$ cat config.mk
export PLATFORM = sky130hd
export DESIGN_NAME = cbl_bus_latch
export DESIGN_NICKNAME = d
export VERILOG_FILES = /design/src/cbl_pkg.sv /design/src/cbl_bus_latch.sv /design/src/cbl_timebase.sv
export SDC_FILE = /design/constraint.sdc
export NUM_CORES = 1
export LEC_CHECK = 0
export BUFFER_PORTS_ARGS = -buffer_cell sky130_fd_sc_hd__buf_4
export CAP_MARGIN = 0
export CORE_ASPECT_RATIO = 1.2
export CORE_MARGIN = 2
export CORE_UTILIZATION = 45
export DETAILED_ROUTE_END_ITERATION = 16
export PLACE_DENSITY = 0.67
export SETUP_SLACK_MARGIN = 0.02
export SKIP_CTS_REPAIR_TIMING = 1
export SLEW_MARGIN = 20
export SYNTH_ARGS = -nofsm -noshare
export SYNTH_HDL_FRONTEND = slang
export SYNTH_SLANG_ARGS = --single-unit
export TNS_END_PERCENT = 10
$ cat constraint.sdc
create_clock -name clk_i -period 2.1 [get_ports clk_i]
set_input_delay 0.105 -clock clk_i [delete_from_list [all_inputs] [get_ports clk_i]]
set_output_delay 0.105 -clock clk_i [all_outputs]
set_load 0.1 [all_outputs]
$ cat src/cbl_pkg.sv
// Package of constants and types for the processor bus latch and self-test exit block.
package cbl_pkg;
    // =====================================================================
    // Bus widths and self-test exit values
    // =====================================================================
    localparam int CBL_BUS_W = 16;
    localparam logic [15:0] CBL_EXIT_IO_ADDR = 16'h1F44;
    localparam logic [15:0] CBL_EXIT_WORD0 = 16'h7070;
    localparam logic [15:0] CBL_EXIT_WORD1 = 16'h0000;
    localparam logic [15:0] CBL_ADDR_RST = 16'h0000;
    // =====================================================================
    // Timebase
    // =====================================================================
    localparam int CBL_CLK_HZ = 100_000_000;
    localparam int CBL_TICK_HZ = 100_000;
    localparam int CBL_TICK_HALF_CYC = CBL_CLK_HZ / (2 * CBL_TICK_HZ);
    localparam int CBL_DIV_W = 16;
    // Self-test exit sequencer states.
    typedef enum logic [2:0] {
        CBL_ST_RUN,
        CBL_ST_WAIT_RD0,
        CBL_ST_RD0,
        CBL_ST_WAIT_RD1,
        CBL_ST_RD1,
        CBL_ST_DONE
    } cbl_state_t;
endpackage : cbl_pkg

$ cat src/cbl_bus_latch.sv
// Address latch, strobe generation, timebase and self-test exit logic.
`timescale 1ns/1ns
module cbl_bus_latch
    import cbl_pkg::*;
(
    input wire logic clk_i,                    // Processor clock, 100 MHz.
    input wire logic rst_b_i,                  // Asynchronous reset, active low.
    input wire logic address_strobe_i,         // Address strobe pin, active high.
    input wire logic data_strobe_b_i,          // Data strobe pin, active low.
    input wire logic read_not_write_i,         // High for read, low for write.
    input wire logic mem_not_io_i,             // High for memory, low for I/O.
    input wire logic selftest_en_b_i,          // Self-test enable pin, active low.
    input wire logic [15:0] info_bus_i,        // Information bus input value.
    output logic [15:0] info_bus_o,            // Information bus drive value.
    output logic info_bus_oe_b_o,              // Information bus drive enable, active low.
    output logic [15:0] addr_o,                // Latched address.
    output logic mem_read_strobe_b_o,          // Memory read strobe, active low.
    output logic mem_write_strobe_b_o,         // Memory write strobe, active low.
    output logic io_read_strobe_b_o,           // I/O read strobe, active low.
    output logic io_write_strobe_b_o,          // I/O write strobe, active low.
    output logic selftest_done_o,              // Self-test done, active high.
    output logic timebase_clk_o                // 100 kHz timebase.
);
    // =====================================================================
    // Input synchronisers
    // =====================================================================
    logic [19:0] s1_r;
    logic [19:0] s2_r;
    logic [19:0] s_in;
    logic en_b_1_r;
    logic en_b_2_r;
    logic as_s;
    logic ds_b_s;
    logic rw_s;
    logic mio_s;
    logic [15:0] ib_s;
    logic ds_b_d_r;

    assign s_in = {address_strobe_i, data_strobe_b_i, read_not_write_i, mem_not_io_i, info_bus_i};
    assign {as_s, ds_b_s, rw_s, mio_s, ib_s} = s2_r;

    // Two flip-flops on every pin input.
    always_ff @(posedge clk_i or negedge rst_b_i) begin
        if (!rst_b_i) begin
            s1_r <= 20'h40000;
            s2_r <= 20'h40000;
            ds_b_d_r <= 1'b1;
        end else begin
            s1_r <= s_in;
            s2_r <= s1_r;
            ds_b_d_r <= ds_b_s;
        end
    end

    // The enable strap has no reset, so it already shows the pin when reset is released.
    always_ff @(posedge clk_i) begin
        en_b_1_r <= selftest_en_b_i;
        en_b_2_r <= en_b_1_r;
    end

    logic ds_rise;
    logic ds_fall;
    assign ds_rise = ~ds_b_d_r & ds_b_s;
    assign ds_fall = ds_b_d_r & ~ds_b_s;

    // =====================================================================
    // Address latch and strobes
    // =====================================================================
    logic [15:0] addr_r;
    logic [15:0] addr_nxt;
    logic mr_r, mw_r, ir_r, iw_r;
    logic mr_nxt, mw_nxt, ir_nxt, iw_nxt;

    // Follow the bus while the address strobe is high, hold afterwards.
    always_comb begin
        addr_nxt = as_s ? ib_s : addr_r;
        mr_nxt = ~(~ds_b_s & rw_s & mio_s);
        mw_nxt = ~(~ds_b_s & ~rw_s & mio_s);
        ir_nxt = ~(~ds_b_s & rw_s & ~mio_s);
        iw_nxt = ~(~ds_b_s & ~rw_s & ~mio_s);
    end

    // Register latch and strobes.
    always_ff @(posedge clk_i or negedge rst_b_i) begin
        if (!rst_b_i) begin
            addr_r <= CBL_ADDR_RST;
            mr_r <= 1'b1;
            mw_r <= 1'b1;
            ir_r <= 1'b1;
            iw_r <= 1'b1;
        end else begin
            addr_r <= addr_nxt;
            mr_r <= mr_nxt;
            mw_r <= mw_nxt;
            ir_r <= ir_nxt;
            iw_r <= iw_nxt;
        end
    end

    // =====================================================================
    // Self-test exit sequencer
    // =====================================================================
    cbl_state_t st_r;
    cbl_state_t st_nxt;
    logic done_r, done_nxt;
    logic [15:0] dout_r, dout_nxt;
    logic oe_b_r, oe_b_nxt;
    logic init_r;
    logic mem_rd_go;

    // Start of a memory read data phase.
    assign mem_rd_go = ds_fall & rw_s & mio_s;

    // Step through the exit reads and drive the two supplied words.
    always_comb begin
        st_nxt = st_r;
        done_nxt = done_r;
        dout_nxt = dout_r;
        oe_b_nxt = oe_b_r;
        case (st_r)
            CBL_ST_RUN: begin
                done_nxt = 1'b0;
                if (ds_fall && !rw_s && !mio_s && addr_r == CBL_EXIT_IO_ADDR) begin
                    st_nxt = CBL_ST_WAIT_RD0;
                end
            end
            CBL_ST_WAIT_RD0: begin
                if (mem_rd_go) begin
                    st_nxt = CBL_ST_RD0;
                    dout_nxt = CBL_EXIT_WORD0;
                    oe_b_nxt = 1'b0;
                end
            end
            CBL_ST_RD0: begin
                if (ds_rise) begin
                    st_nxt = CBL_ST_WAIT_RD1;
                    oe_b_nxt = 1'b1;
                end
            end
            CBL_ST_WAIT_RD1: begin
                if (mem_rd_go) begin
                    st_nxt = CBL_ST_RD1;
                    dout_nxt = CBL_EXIT_WORD1;
                    oe_b_nxt = 1'b0;
                end
            end
            CBL_ST_RD1: begin
                if (ds_rise) begin
                    st_nxt = CBL_ST_DONE;
                    oe_b_nxt = 1'b1;
                    done_nxt = 1'b1;
                end
            end
            CBL_ST_DONE: begin
                oe_b_nxt = 1'b1;
                done_nxt = 1'b1;
            end
            default: begin
                st_nxt = CBL_ST_RUN;
                oe_b_nxt = 1'b1;
            end
        endcase
        if (init_r) begin
            st_nxt = en_b_2_r ? CBL_ST_DONE : CBL_ST_RUN;
            done_nxt = en_b_2_r;
            oe_b_nxt = 1'b1;
        end
    end

    // Register sequencer; the enable strap is taken in the first cycle after release.
    always_ff @(posedge clk_i or negedge rst_b_i) begin
        if (!rst_b_i) begin
            st_r <= CBL_ST_RUN;
            done_r <= 1'b0;
            dout_r <= 16'h0000;
            oe_b_r <= 1'b1;
            init_r <= 1'b1;
        end else begin
            st_r <= st_nxt;
            done_r <= done_nxt;
            dout_r <= dout_nxt;
            oe_b_r <= oe_b_nxt;
            init_r <= 1'b0;
        end
    end

    // =====================================================================
    // Timebase
    // =====================================================================
    cbl_timebase u_timebase (
        .clk_i(clk_i),
        .rst_b_i(rst_b_i),
        .tick_clk_o(timebase_clk_o)
    );

    assign addr_o = addr_r;
    assign mem_read_strobe_b_o = mr_r;
    assign mem_write_strobe_b_o = mw_r;
    assign io_read_strobe_b_o = ir_r;
    assign io_write_strobe_b_o = iw_r;
    assign selftest_done_o = done_r;
    assign info_bus_o = dout_r;
    assign info_bus_oe_b_o = oe_b_r;

    // =====================================================================
    // Assertions
    // =====================================================================
    property p_done_drive;
        @(posedge clk_i) disable iff (!rst_b_i)
        done_r |-> oe_b_r;
    endproperty
    a_done_drive: assert property (p_done_drive) else $error("Data driven after self-test done.");

    property p_done_rise;
        @(posedge clk_i) disable iff (!rst_b_i)
        $rose(done_r) && !$past(init_r) |-> $past(st_r) == CBL_ST_RD1 && $past(ds_rise);
    endproperty
    a_done_rise: assert property (p_done_rise) else $error("Done rose outside end of second read.");

    property p_word0;
        @(posedge clk_i) disable iff (!rst_b_i)
        st_r == CBL_ST_WAIT_RD0 && mem_rd_go |=> !oe_b_r && dout_r == CBL_EXIT_WORD0;
    endproperty
    a_word0: assert property (p_word0) else $error("First exit word wrong.");

    property p_word1;
        @(posedge clk_i) disable iff (!rst_b_i)
        st_r == CBL_ST_WAIT_RD1 && mem_rd_go |=> !oe_b_r && dout_r == CBL_EXIT_WORD1;
    endproperty
    a_word1: assert property (p_word1) else $error("Second exit word wrong.");

    property p_exit_start;
        @(posedge clk_i) disable iff (!rst_b_i)
        st_r == CBL_ST_RUN && !init_r && ds_fall && !rw_s && !mio_s && addr_r == CBL_EXIT_IO_ADDR
            |=> st_r == CBL_ST_WAIT_RD0;
    endproperty
    a_exit_start: assert property (p_exit_start) else $error("Exit I/O write not seen.");

    property p_latch;
        @(posedge clk_i) disable iff (!rst_b_i)
        as_s |=> addr_r == $past(ib_s);
    endproperty
    a_latch: assert property (p_latch) else $error("Address not latched.");

    property p_hold;
        @(posedge clk_i) disable iff (!rst_b_i)
        !as_s |=> $stable(addr_r);
    endproperty
    a_hold: assert property (p_hold) else $error("Address changed outside strobe.");

    property p_mem_read;
        @(posedge clk_i) disable iff (!rst_b_i)
        !ds_b_s && rw_s && mio_s |=> !mr_r && mw_r && iw_r;
    endproperty
    a_mem_read: assert property (p_mem_read) else $error("Memory read strobe wrong.");

    property p_no_test;
        @(posedge clk_i) disable iff (!rst_b_i)
        init_r && en_b_2_r |=> done_r [*2];
    endproperty
    a_no_test: assert property (p_no_test) else $error("Done not high with test disabled.");

    property p_test_on;
        @(posedge clk_i) disable iff (!rst_b_i)
        init_r && !en_b_2_r |=> !done_r && st_r == CBL_ST_RUN;
    endproperty
    a_test_on: assert property (p_test_on) else $error("Self-test skipped while enabled.");

    property p_run_low;
        @(posedge clk_i) disable iff (!rst_b_i)
        st_r == CBL_ST_RUN && !init_r |-> !done_r;
    endproperty
    a_run_low: assert property (p_run_low) else $error("Done high during self-test.");

    c_exit: cover property (@(posedge clk_i) disable iff (!rst_b_i) $rose(done_r) && !$past(init_r));
    c_word0: cover property (@(posedge clk_i) disable iff (!rst_b_i) st_r == CBL_ST_RD0);
    c_io_write: cover property (@(posedge clk_i) disable iff (!rst_b_i) !iw_r);
endmodule // cbl_bus_latch

$ cat src/cbl_timebase.sv
// Divider that makes the fixed 100 kHz timebase from the processor clock.
`timescale 1ns/1ns
module cbl_timebase
    import cbl_pkg::*;
#(
    parameter logic [CBL_DIV_W-1:0] HALF_CYC = CBL_DIV_W'(CBL_TICK_HALF_CYC)
) (
    input wire logic clk_i,    // Processor clock.
    input wire logic rst_b_i,  // Asynchronous reset, active low.
    output logic tick_clk_o    // 100 kHz square wave.
);
    logic [CBL_DIV_W-1:0] cnt_r;
    logic [CBL_DIV_W-1:0] cnt_nxt;
    logic tick_r;
    logic tick_nxt;

    // =====================================================================
    // Divider
    // =====================================================================
    // Toggle the output every half period of the timebase.
    always_comb begin
        cnt_nxt = cnt_r + 16'h0001;
        tick_nxt = tick_r;
        if (cnt_r == HALF_CYC - 16'h0001) begin
            cnt_nxt = 16'h0000;
            tick_nxt = ~tick_r;
        end
    end

    // Register the divider state.
    always_ff @(posedge clk_i or negedge rst_b_i) begin
        if (!rst_b_i) begin
            cnt_r <= 16'h0000;
            tick_r <= 1'b0;
        end else begin
            cnt_r <= cnt_nxt;
            tick_r <= tick_nxt;
        end
    end

    assign tick_clk_o = tick_r;

    // Half period holds for exactly HALF_CYC cycles.
    property p_tick_period;
        @(posedge clk_i) disable iff (!rst_b_i)
        $changed(tick_r) |-> cnt_r == 16'h0000;
    endproperty
    a_tick_period: assert property (p_tick_period) else $error("Timebase toggled off count.");
endmodule // cbl_timebase

==> results.cfg, run 1 <==
[finish]
layout_commonest_cell = dfrtp_1
mostFrequentLayoutCells = 76 x dfrtp_1, 51 x buf_4, 22 x dlygate4sd3_1, 16 x mux2_2, 13 x nor2_1
fin_nets = 320
synthToLayoutAreaGrowth_pct = 27.78
postLayoutCoreUtil_pct = 58.98
diodes = 0
layoutNonFillerInstCount = 388
drive_gt1_share_pct = 33.22

[detailed_routing]
dr.pass1.iters = 4
ant_nets = 0
drt-wirelength-per-cell_um = 13.21
vias = 1865
remaining_drc_errors = 0
drt_iter0_markers = 75
wl_mm = 5.127
via_per_inst = 4.807

[global_routing]
grt_max_degree = 46
track_usage_pct = 15.04
grt_overflow = 0
grt_pass1_vias = 1783
grt_pass1_wl_mm = 8.487
antenna_found_initial = 0

[die]
num_rows = 33
coreArea_sq_um = 6771
start_util_pct = 46.16
dieArea_sq_um = 7631
die_h_um = 95.30
die_w_um = 80.08
io_pins = 62

[power]
netSwitchingFraction_pct = 37.83
clkPwrFrac_pct = 29.1
p_per_area_nw_per_um2 = 1109
combPwrFrac_pct = 28.4
pwr-share-seq_pct = 42.5
p_sw_uw = 1675
internal_power_uw = 2753
irDropWorstVdd_mv = 0.8421
p_leak_uw = 0.001804

[synthesis]
async_reset_ff_share_pct = 97.70
synth_edf_count = 0
ys_seq_elements = 87
yosysSeqAreaShare_pct = 69.70
synth_area_per_cell_sq_um = 14.21
yosysWarnings = 0
ys.flop_type = dfrtp_1
synth.distinct_cells = 40
syn-instance-count = 220
synth_area_sq_um = 3125

[worst_setup_path]
path_class = register to register
slowest_delay_ns = 0.44
timing.rr.start = u_timebase.cnt_r[0]$_DFF_PN0_
required_ns = 2.37
r2r_cells = 5
crit_start = u_timebase.cnt_r[0]$_DFF_PN0_
startpoint_type = register
worstPathCellList = ha_1 > nand3_2 > or4_4 > nor3_4 > xor2_1
critPathTopFamily = simple AND/OR/NAND/NOR gates
path_max_fanout = 9
arrival_ns = 2.01
regToRegSetupSlack_ns = 0.36
end_kind = register
worst_path_max_delay_cell = or4_4
r2r-end = u_timebase.tick_clk_o$_DFFE_PN0N_
worstPathBufferInverterCount = 0

[clock_network]
cts_tree = done
ctsLongestPathBuffers = 2
clkLatencyLatePin_ns = 0.35
root_buffer = clkbuf_8
cts_sinks = 87
h-tree-depth = 3
cts_buffers = 9
clkSlewWorstSetupHoldPaths_ns = 0.09

[min_path]
hold_path_class = primary input to asynchronous set/reset pin

[sta]
hold_ws_ns = 0.2926
final.min_clock_period_ns = 1.740
setup_viol = 0
fmax_ghz = 0.5747
rsz0062_at_grt = false
maxSlewViolCount = 0
tightest_slew_ns = 0.7146
fin_tns_setup_ns = 0
slew_headroom_pct = 52.36
period_share_pct = 82.87
hold_violations = 0
skew_ns = 0.007236

[placed_design]
gp_congestion = 0.8903
place_inst = 350
portBuffers = 51
dp_hpwl_mm = 3.372

[job]
drv_cap = 0

[outcome]
outcome = completed
[cells in the mapped netlist (2+ instances only)]
cell type | count | area, sq um
nor2_1 | 13 | 48.80
nand2b_1 | 2 | 12.51
dfrtp_1 | 76 | 1902
a21o_1 | 2 | 15.01
o31ai_1 | 2 | 15.01
o21ai_0 | 2 | 10.01
or4bb_1 | 2 | 22.52
nand2_1 | 12 | 45.04
nand3b_1 | 2 | 15.01
or3b_2 | 3 | 26.28
clkbuf_1 | 4 | 15.01
mux2_2 | 16 | 180.2
xor2_1 | 7 | 61.31
nand4_1 | 3 | 18.77
nor2b_1 | 2 | 12.51
a21oi_1 | 4 | 20.02
nand4b_1 | 2 | 17.52
nor3b_1 | 2 | 15.01
dfxtp_1 | 2 | 40.04
inv_1 | 2 | 7.510
nand3_1 | 6 | 30.03
dfstp_2 | 9 | 236.5
nor3_1 | 4 | 20.02
xnor2_1 | 10 | 87.58
nor4_1 | 2 | 12.51
buf_4 | 15 | 112.6
[state kept, by name, summed over array words and instances (netlist names), 3 cells and up]
signal and cells:
s1_r 20, addr_o 16, u_timebase.cnt_r 16, s2_r 20
st_r 3
[power by group through the flow]
stage	sequential, uW	clock [uW]	combinational, uW
after global routing	1910	1400	1310
after detailed placement	1920	0	1230
after CTS	1890	1330	1230
after floorplan	2240	0	707
after global placement	1910	0	1220
final	1880	1290	1260
[worst max-delay path by stage]
stage,to,slack [ns],cells after the start
after floorplan,st_r[0]$_DFFE_PN0P_,0.09,4
after global placement,u_timebase.tick_clk_o$_DFFE_PN0N_,0.38,5
after detailed placement,u_timebase.tick_clk_o$_DFFE_PN0N_,0.36,5
after CTS,u_timebase.tick_clk_o$_DFFE_PN0N_,0.34,5
after global routing,u_timebase.tick_clk_o$_DFFE_PN0N_,0.24,5
final,u_timebase.tick_clk_o$_DFFE_PN0N_,0.36,5
[area by class of cell]
class / instances / area (sq um)
Fill cell: 578 / 2778
Sequential cell: 87 / 2178
Multi-Input combinational cell: 122 / 849.6
Timing Repair Buffer: 74 / 623.1
Clock buffer: 9 / 123.9
Tap cell: 87 / 108.9
Clock inverter: 7 / 102.6
Inverter: 2 / 7.507
[worst register-to-register path: cells and delay by family, from the launching register on]
family / cells / cell delay, ns
XOR/XNOR: 1 / 0.18
adder cells (fa/ha/maj): 1 / 0.24
flip-flops: 1 / 0.39
AND/OR/NAND/NOR: 3 / 0.87
[per-stage QoR]
step	worst slack (ns)	power, uW	area, sq um
5_1_grt	0.2398	4616	3994
3_5_place_dp	0.3612	3146	3547
3_3_place_gp	0.3828	3131	3547
2_1_floorplan	0.08763	2951	3163
4_1_cts	0.3412	4445	3774
6_report	0.3598	4428	3994
[cells by family after synthesis]
group	Yosys count	synth area share, %
buffers and inverters	21	4.323
other	1	0.1200
DFF	87	69.70
muxes	16	5.765
AOI/OAI and AO/OA	16	3.563
and+or+nand+nor	61	11.37
adders and majority gates	1	0.4003
xor gates and xnor gates	17	4.764
[layer usage]
metal  global-route usage, %  vias to the layer above  part of all wire, %
li1                        -                      882                    -
met1                   19.10                      928                   43
met2                   23.89                       44                   51
met3                   4.545                       11                  4.3
met4                   6.780                        0                  1.6
met5                       0                        -                    0
(Power assumes the default switching activity.)
==> run 2, diff against run 1 <==
--- a/config.mk
+++ b/config.mk
@@ -11,7 +11,7 @@
 export CORE_MARGIN = 2
 export CORE_UTILIZATION = 45
 export DETAILED_ROUTE_END_ITERATION = 16
-export PLACE_DENSITY = 0.67
+export PLACE_DENSITY = 0.7
 export SETUP_SLACK_MARGIN = 0.02
 export SKIP_CTS_REPAIR_TIMING = 1
 export SLEW_MARGIN = 20
==> constraint.sdc (replaced) <==
create_clock -name clk_i -period 1.6 [get_ports clk_i]
set_input_delay 0.08 -clock clk_i [delete_from_list [all_inputs] [get_ports clk_i]]
set_output_delay 0.08 -clock clk_i [all_outputs]
set_load 0.1 [all_outputs]
==> run 2 against run 1 <==
  * The run now ends with negative setup slack left
  * Setup slack got worse by 0.49 ns
  * Maximum frequency up 0.49%
  * Sequential power increased by 32%
  * Clock power increased by 37%
  * Die area stayed put
  * Total power increased by 35%
  * Count of clock-buffer cells in the layout rose by 2
  * Via count up 3.4%
  * Cell count grew 3.6%
  * Utilization is 3.0 points higher
  * Cell area rose by 5.1%
  * Critical endpoint is now st_r[0]$_DFFE_PN0P_
  * Highest routed layer unchanged
==> results.cfg, run 2 (synthesis gave the netlist of run 1 again) <==
[detailed_routing]
remaining_drc_errors = 0
dr.pass1.iters = 4
via_per_inst = 4.796
drt_iter0_markers = 99
ant_nets = 0
drt-wirelength-per-cell_um = 13.69
vias = 1928
wl_mm = 5.503

[sta]
setup_viol = 1
hold_violations = 0
hold_ws_ns = 0.2153
final.min_clock_period_ns = 1.732
skew_ns = 0.01162
fin_tns_setup_ns = -0.1317
layout_setup_ws_ns = -0.1317
fmax_ghz = 0.5775
period_share_pct = 108.2
rsz0062_at_grt = true
maxSlewViolCount = 0

[clock_network]
h-tree-depth = 3
clkLatencyLatePin_ns = 0.34
ctsLongestPathBuffers = 2
cts_tree = done
clkSlewWorstSetupHoldPaths_ns = 0.09
root_buffer = clkbuf_8
cts_sinks = 87
cts_buffers = 9

[global_routing]
grt_pass1_vias = 1881
antenna_found_initial = 0
grt_overflow = 0
track_usage_pct = 15.35
grt_pass1_wl_mm = 8.783
grt_max_degree = 37

[die]
io_pins = 62
die_h_um = 95.30
coreArea_sq_um = 6771
die_w_um = 80.08
dieArea_sq_um = 7631
start_util_pct = 46.16
num_rows = 33

[worst_setup_path]
path_class = register to register
startpoint_type = register
path_max_fanout = 2
arrival_ns = 1.98
required_ns = 1.84
regToRegSetupSlack_ns = -0.13
end_kind = register
timing.rr.start = addr_o[4]$_DFFE_PN0P_
r2r_cells = 4
r2r-end = st_r[0]$_DFFE_PN0P_

[min_path]
hold_path_class = primary input to asynchronous set/reset pin

[placed_design]
gp_congestion = 0.8196
dp_hpwl_mm = 3.662
placed_cell_area_sq_um = 3689
portBuffers = 51

[outcome]
violations = negative setup slack
outcome = complete, but fails checks

[finish]
reg_top3 = s1_r: 20 flops, s2_r: 20 flops
drive_gt1_share_pct = 40.95
diodes = 0
mostFrequentLayoutCells = 65 x dfrtp_1, 64 x buf_4, 22 x dlygate4sd3_1, 16 x mux2_2, 13 x nor2_1
final_cell_area_sq_um = 4198
synthToLayoutAreaGrowth_pct = 34.31
fin_nets = 334
layout_commonest_cell = dfrtp_1

[power]
p_leak_uw = 0.001881
p_per_area_nw_per_um2 = 1421
irDropWorstVdd_mv = 1.067

[job]
drv_cap = 0
==> run 2: cell types whose count changed in the layout (fill, tap and decap cells not counted), moves of 2 or more <==
| cell | delta |
|---|---|
| dfrtp_1 | -11 |
| dfrtp_4 | +4 |
| dfrtp_2 | +7 |
| inv_6 | -2 |
| clkbuf_1 | +2 |
| buf_4 | +13 |
==> run 2: layout make-up <==
cell class	instances	area [sq um]
fillers	541	2574
flip-flops and latches	87	2202
multi-input cells	122	899.6
repair buffers	88	740.7
clock buffers	11	131.4
well taps	87	108.9
clock inverters	5	107.6
inverters	2	7.507
==> run 2: report_power, final <==
group / internal (uW) / switching, uW / leakage (uW) / total, uW
Sequential: 2360 / 119 / 0.00102 / 2480
Combinational: 391 / 1320 / 0.000747 / 1710
Clock: 1040 / 729 / 0.000118 / 1770
==> run 2: worst max path at each step <==
stage | from | end | cells past startpoint
after floorplan | addr_o[15]$_DFFE_PN0P_ | st_r[0]$_DFFE_PN0P_ | 4
final | addr_o[4]$_DFFE_PN0P_ | st_r[0]$_DFFE_PN0P_ | 4
after global placement | addr_o[4]$_DFFE_PN0P_ | st_r[0]$_DFFE_PN0P_ | 4
after global routing | addr_o[4]$_DFFE_PN0P_ | st_r[0]$_DFFE_PN0P_ | 4
after detailed placement | addr_o[15]$_DFFE_PN0P_ | st_r[0]$_DFFE_PN0P_ | 4
after CTS | addr_o[4]$_DFFE_PN0P_ | st_r[0]$_DFFE_PN0P_ | 4
==> run 2: stage by stage <==
| step | total power, uW | utilization [%] | setup slack [ns] | instances |
|---|---|---|---|---|
| final | 5965 | 61.99 | -0.1317 | 402 |
| after global routing | 6205 | 61.99 | -0.1847 | 402 |
| after CTS | 5964 | 58.00 | -0.1180 | 380 |
| after detailed placement | 4163 | 54.47 | -0.006387 | 364 |
| after global placement | 4138 | 54.47 | 0.03536 | 364 |
| after floorplan | 3884 | - | -0.09680 | 230 |
==> run 2: metal layers <==
| metal | wire (um) | track usage (%) |
|---|---|---|
| met5 | 0 | 0 |
| met4 | 91 | 6.215 |
| met3 | 202 | 4.167 |
| met2 | 2948 | 25.56 |
| met1 | 2260 | 19.01 |
==> run 2: worst max-delay path, stage by stage (launching register included) <==
cell and delay [ns]:
dfrtp_4 0.47, or4bb_4 0.55, nor4_4 0.24, a2111oi_2 0.13
a211oi_2 0.24
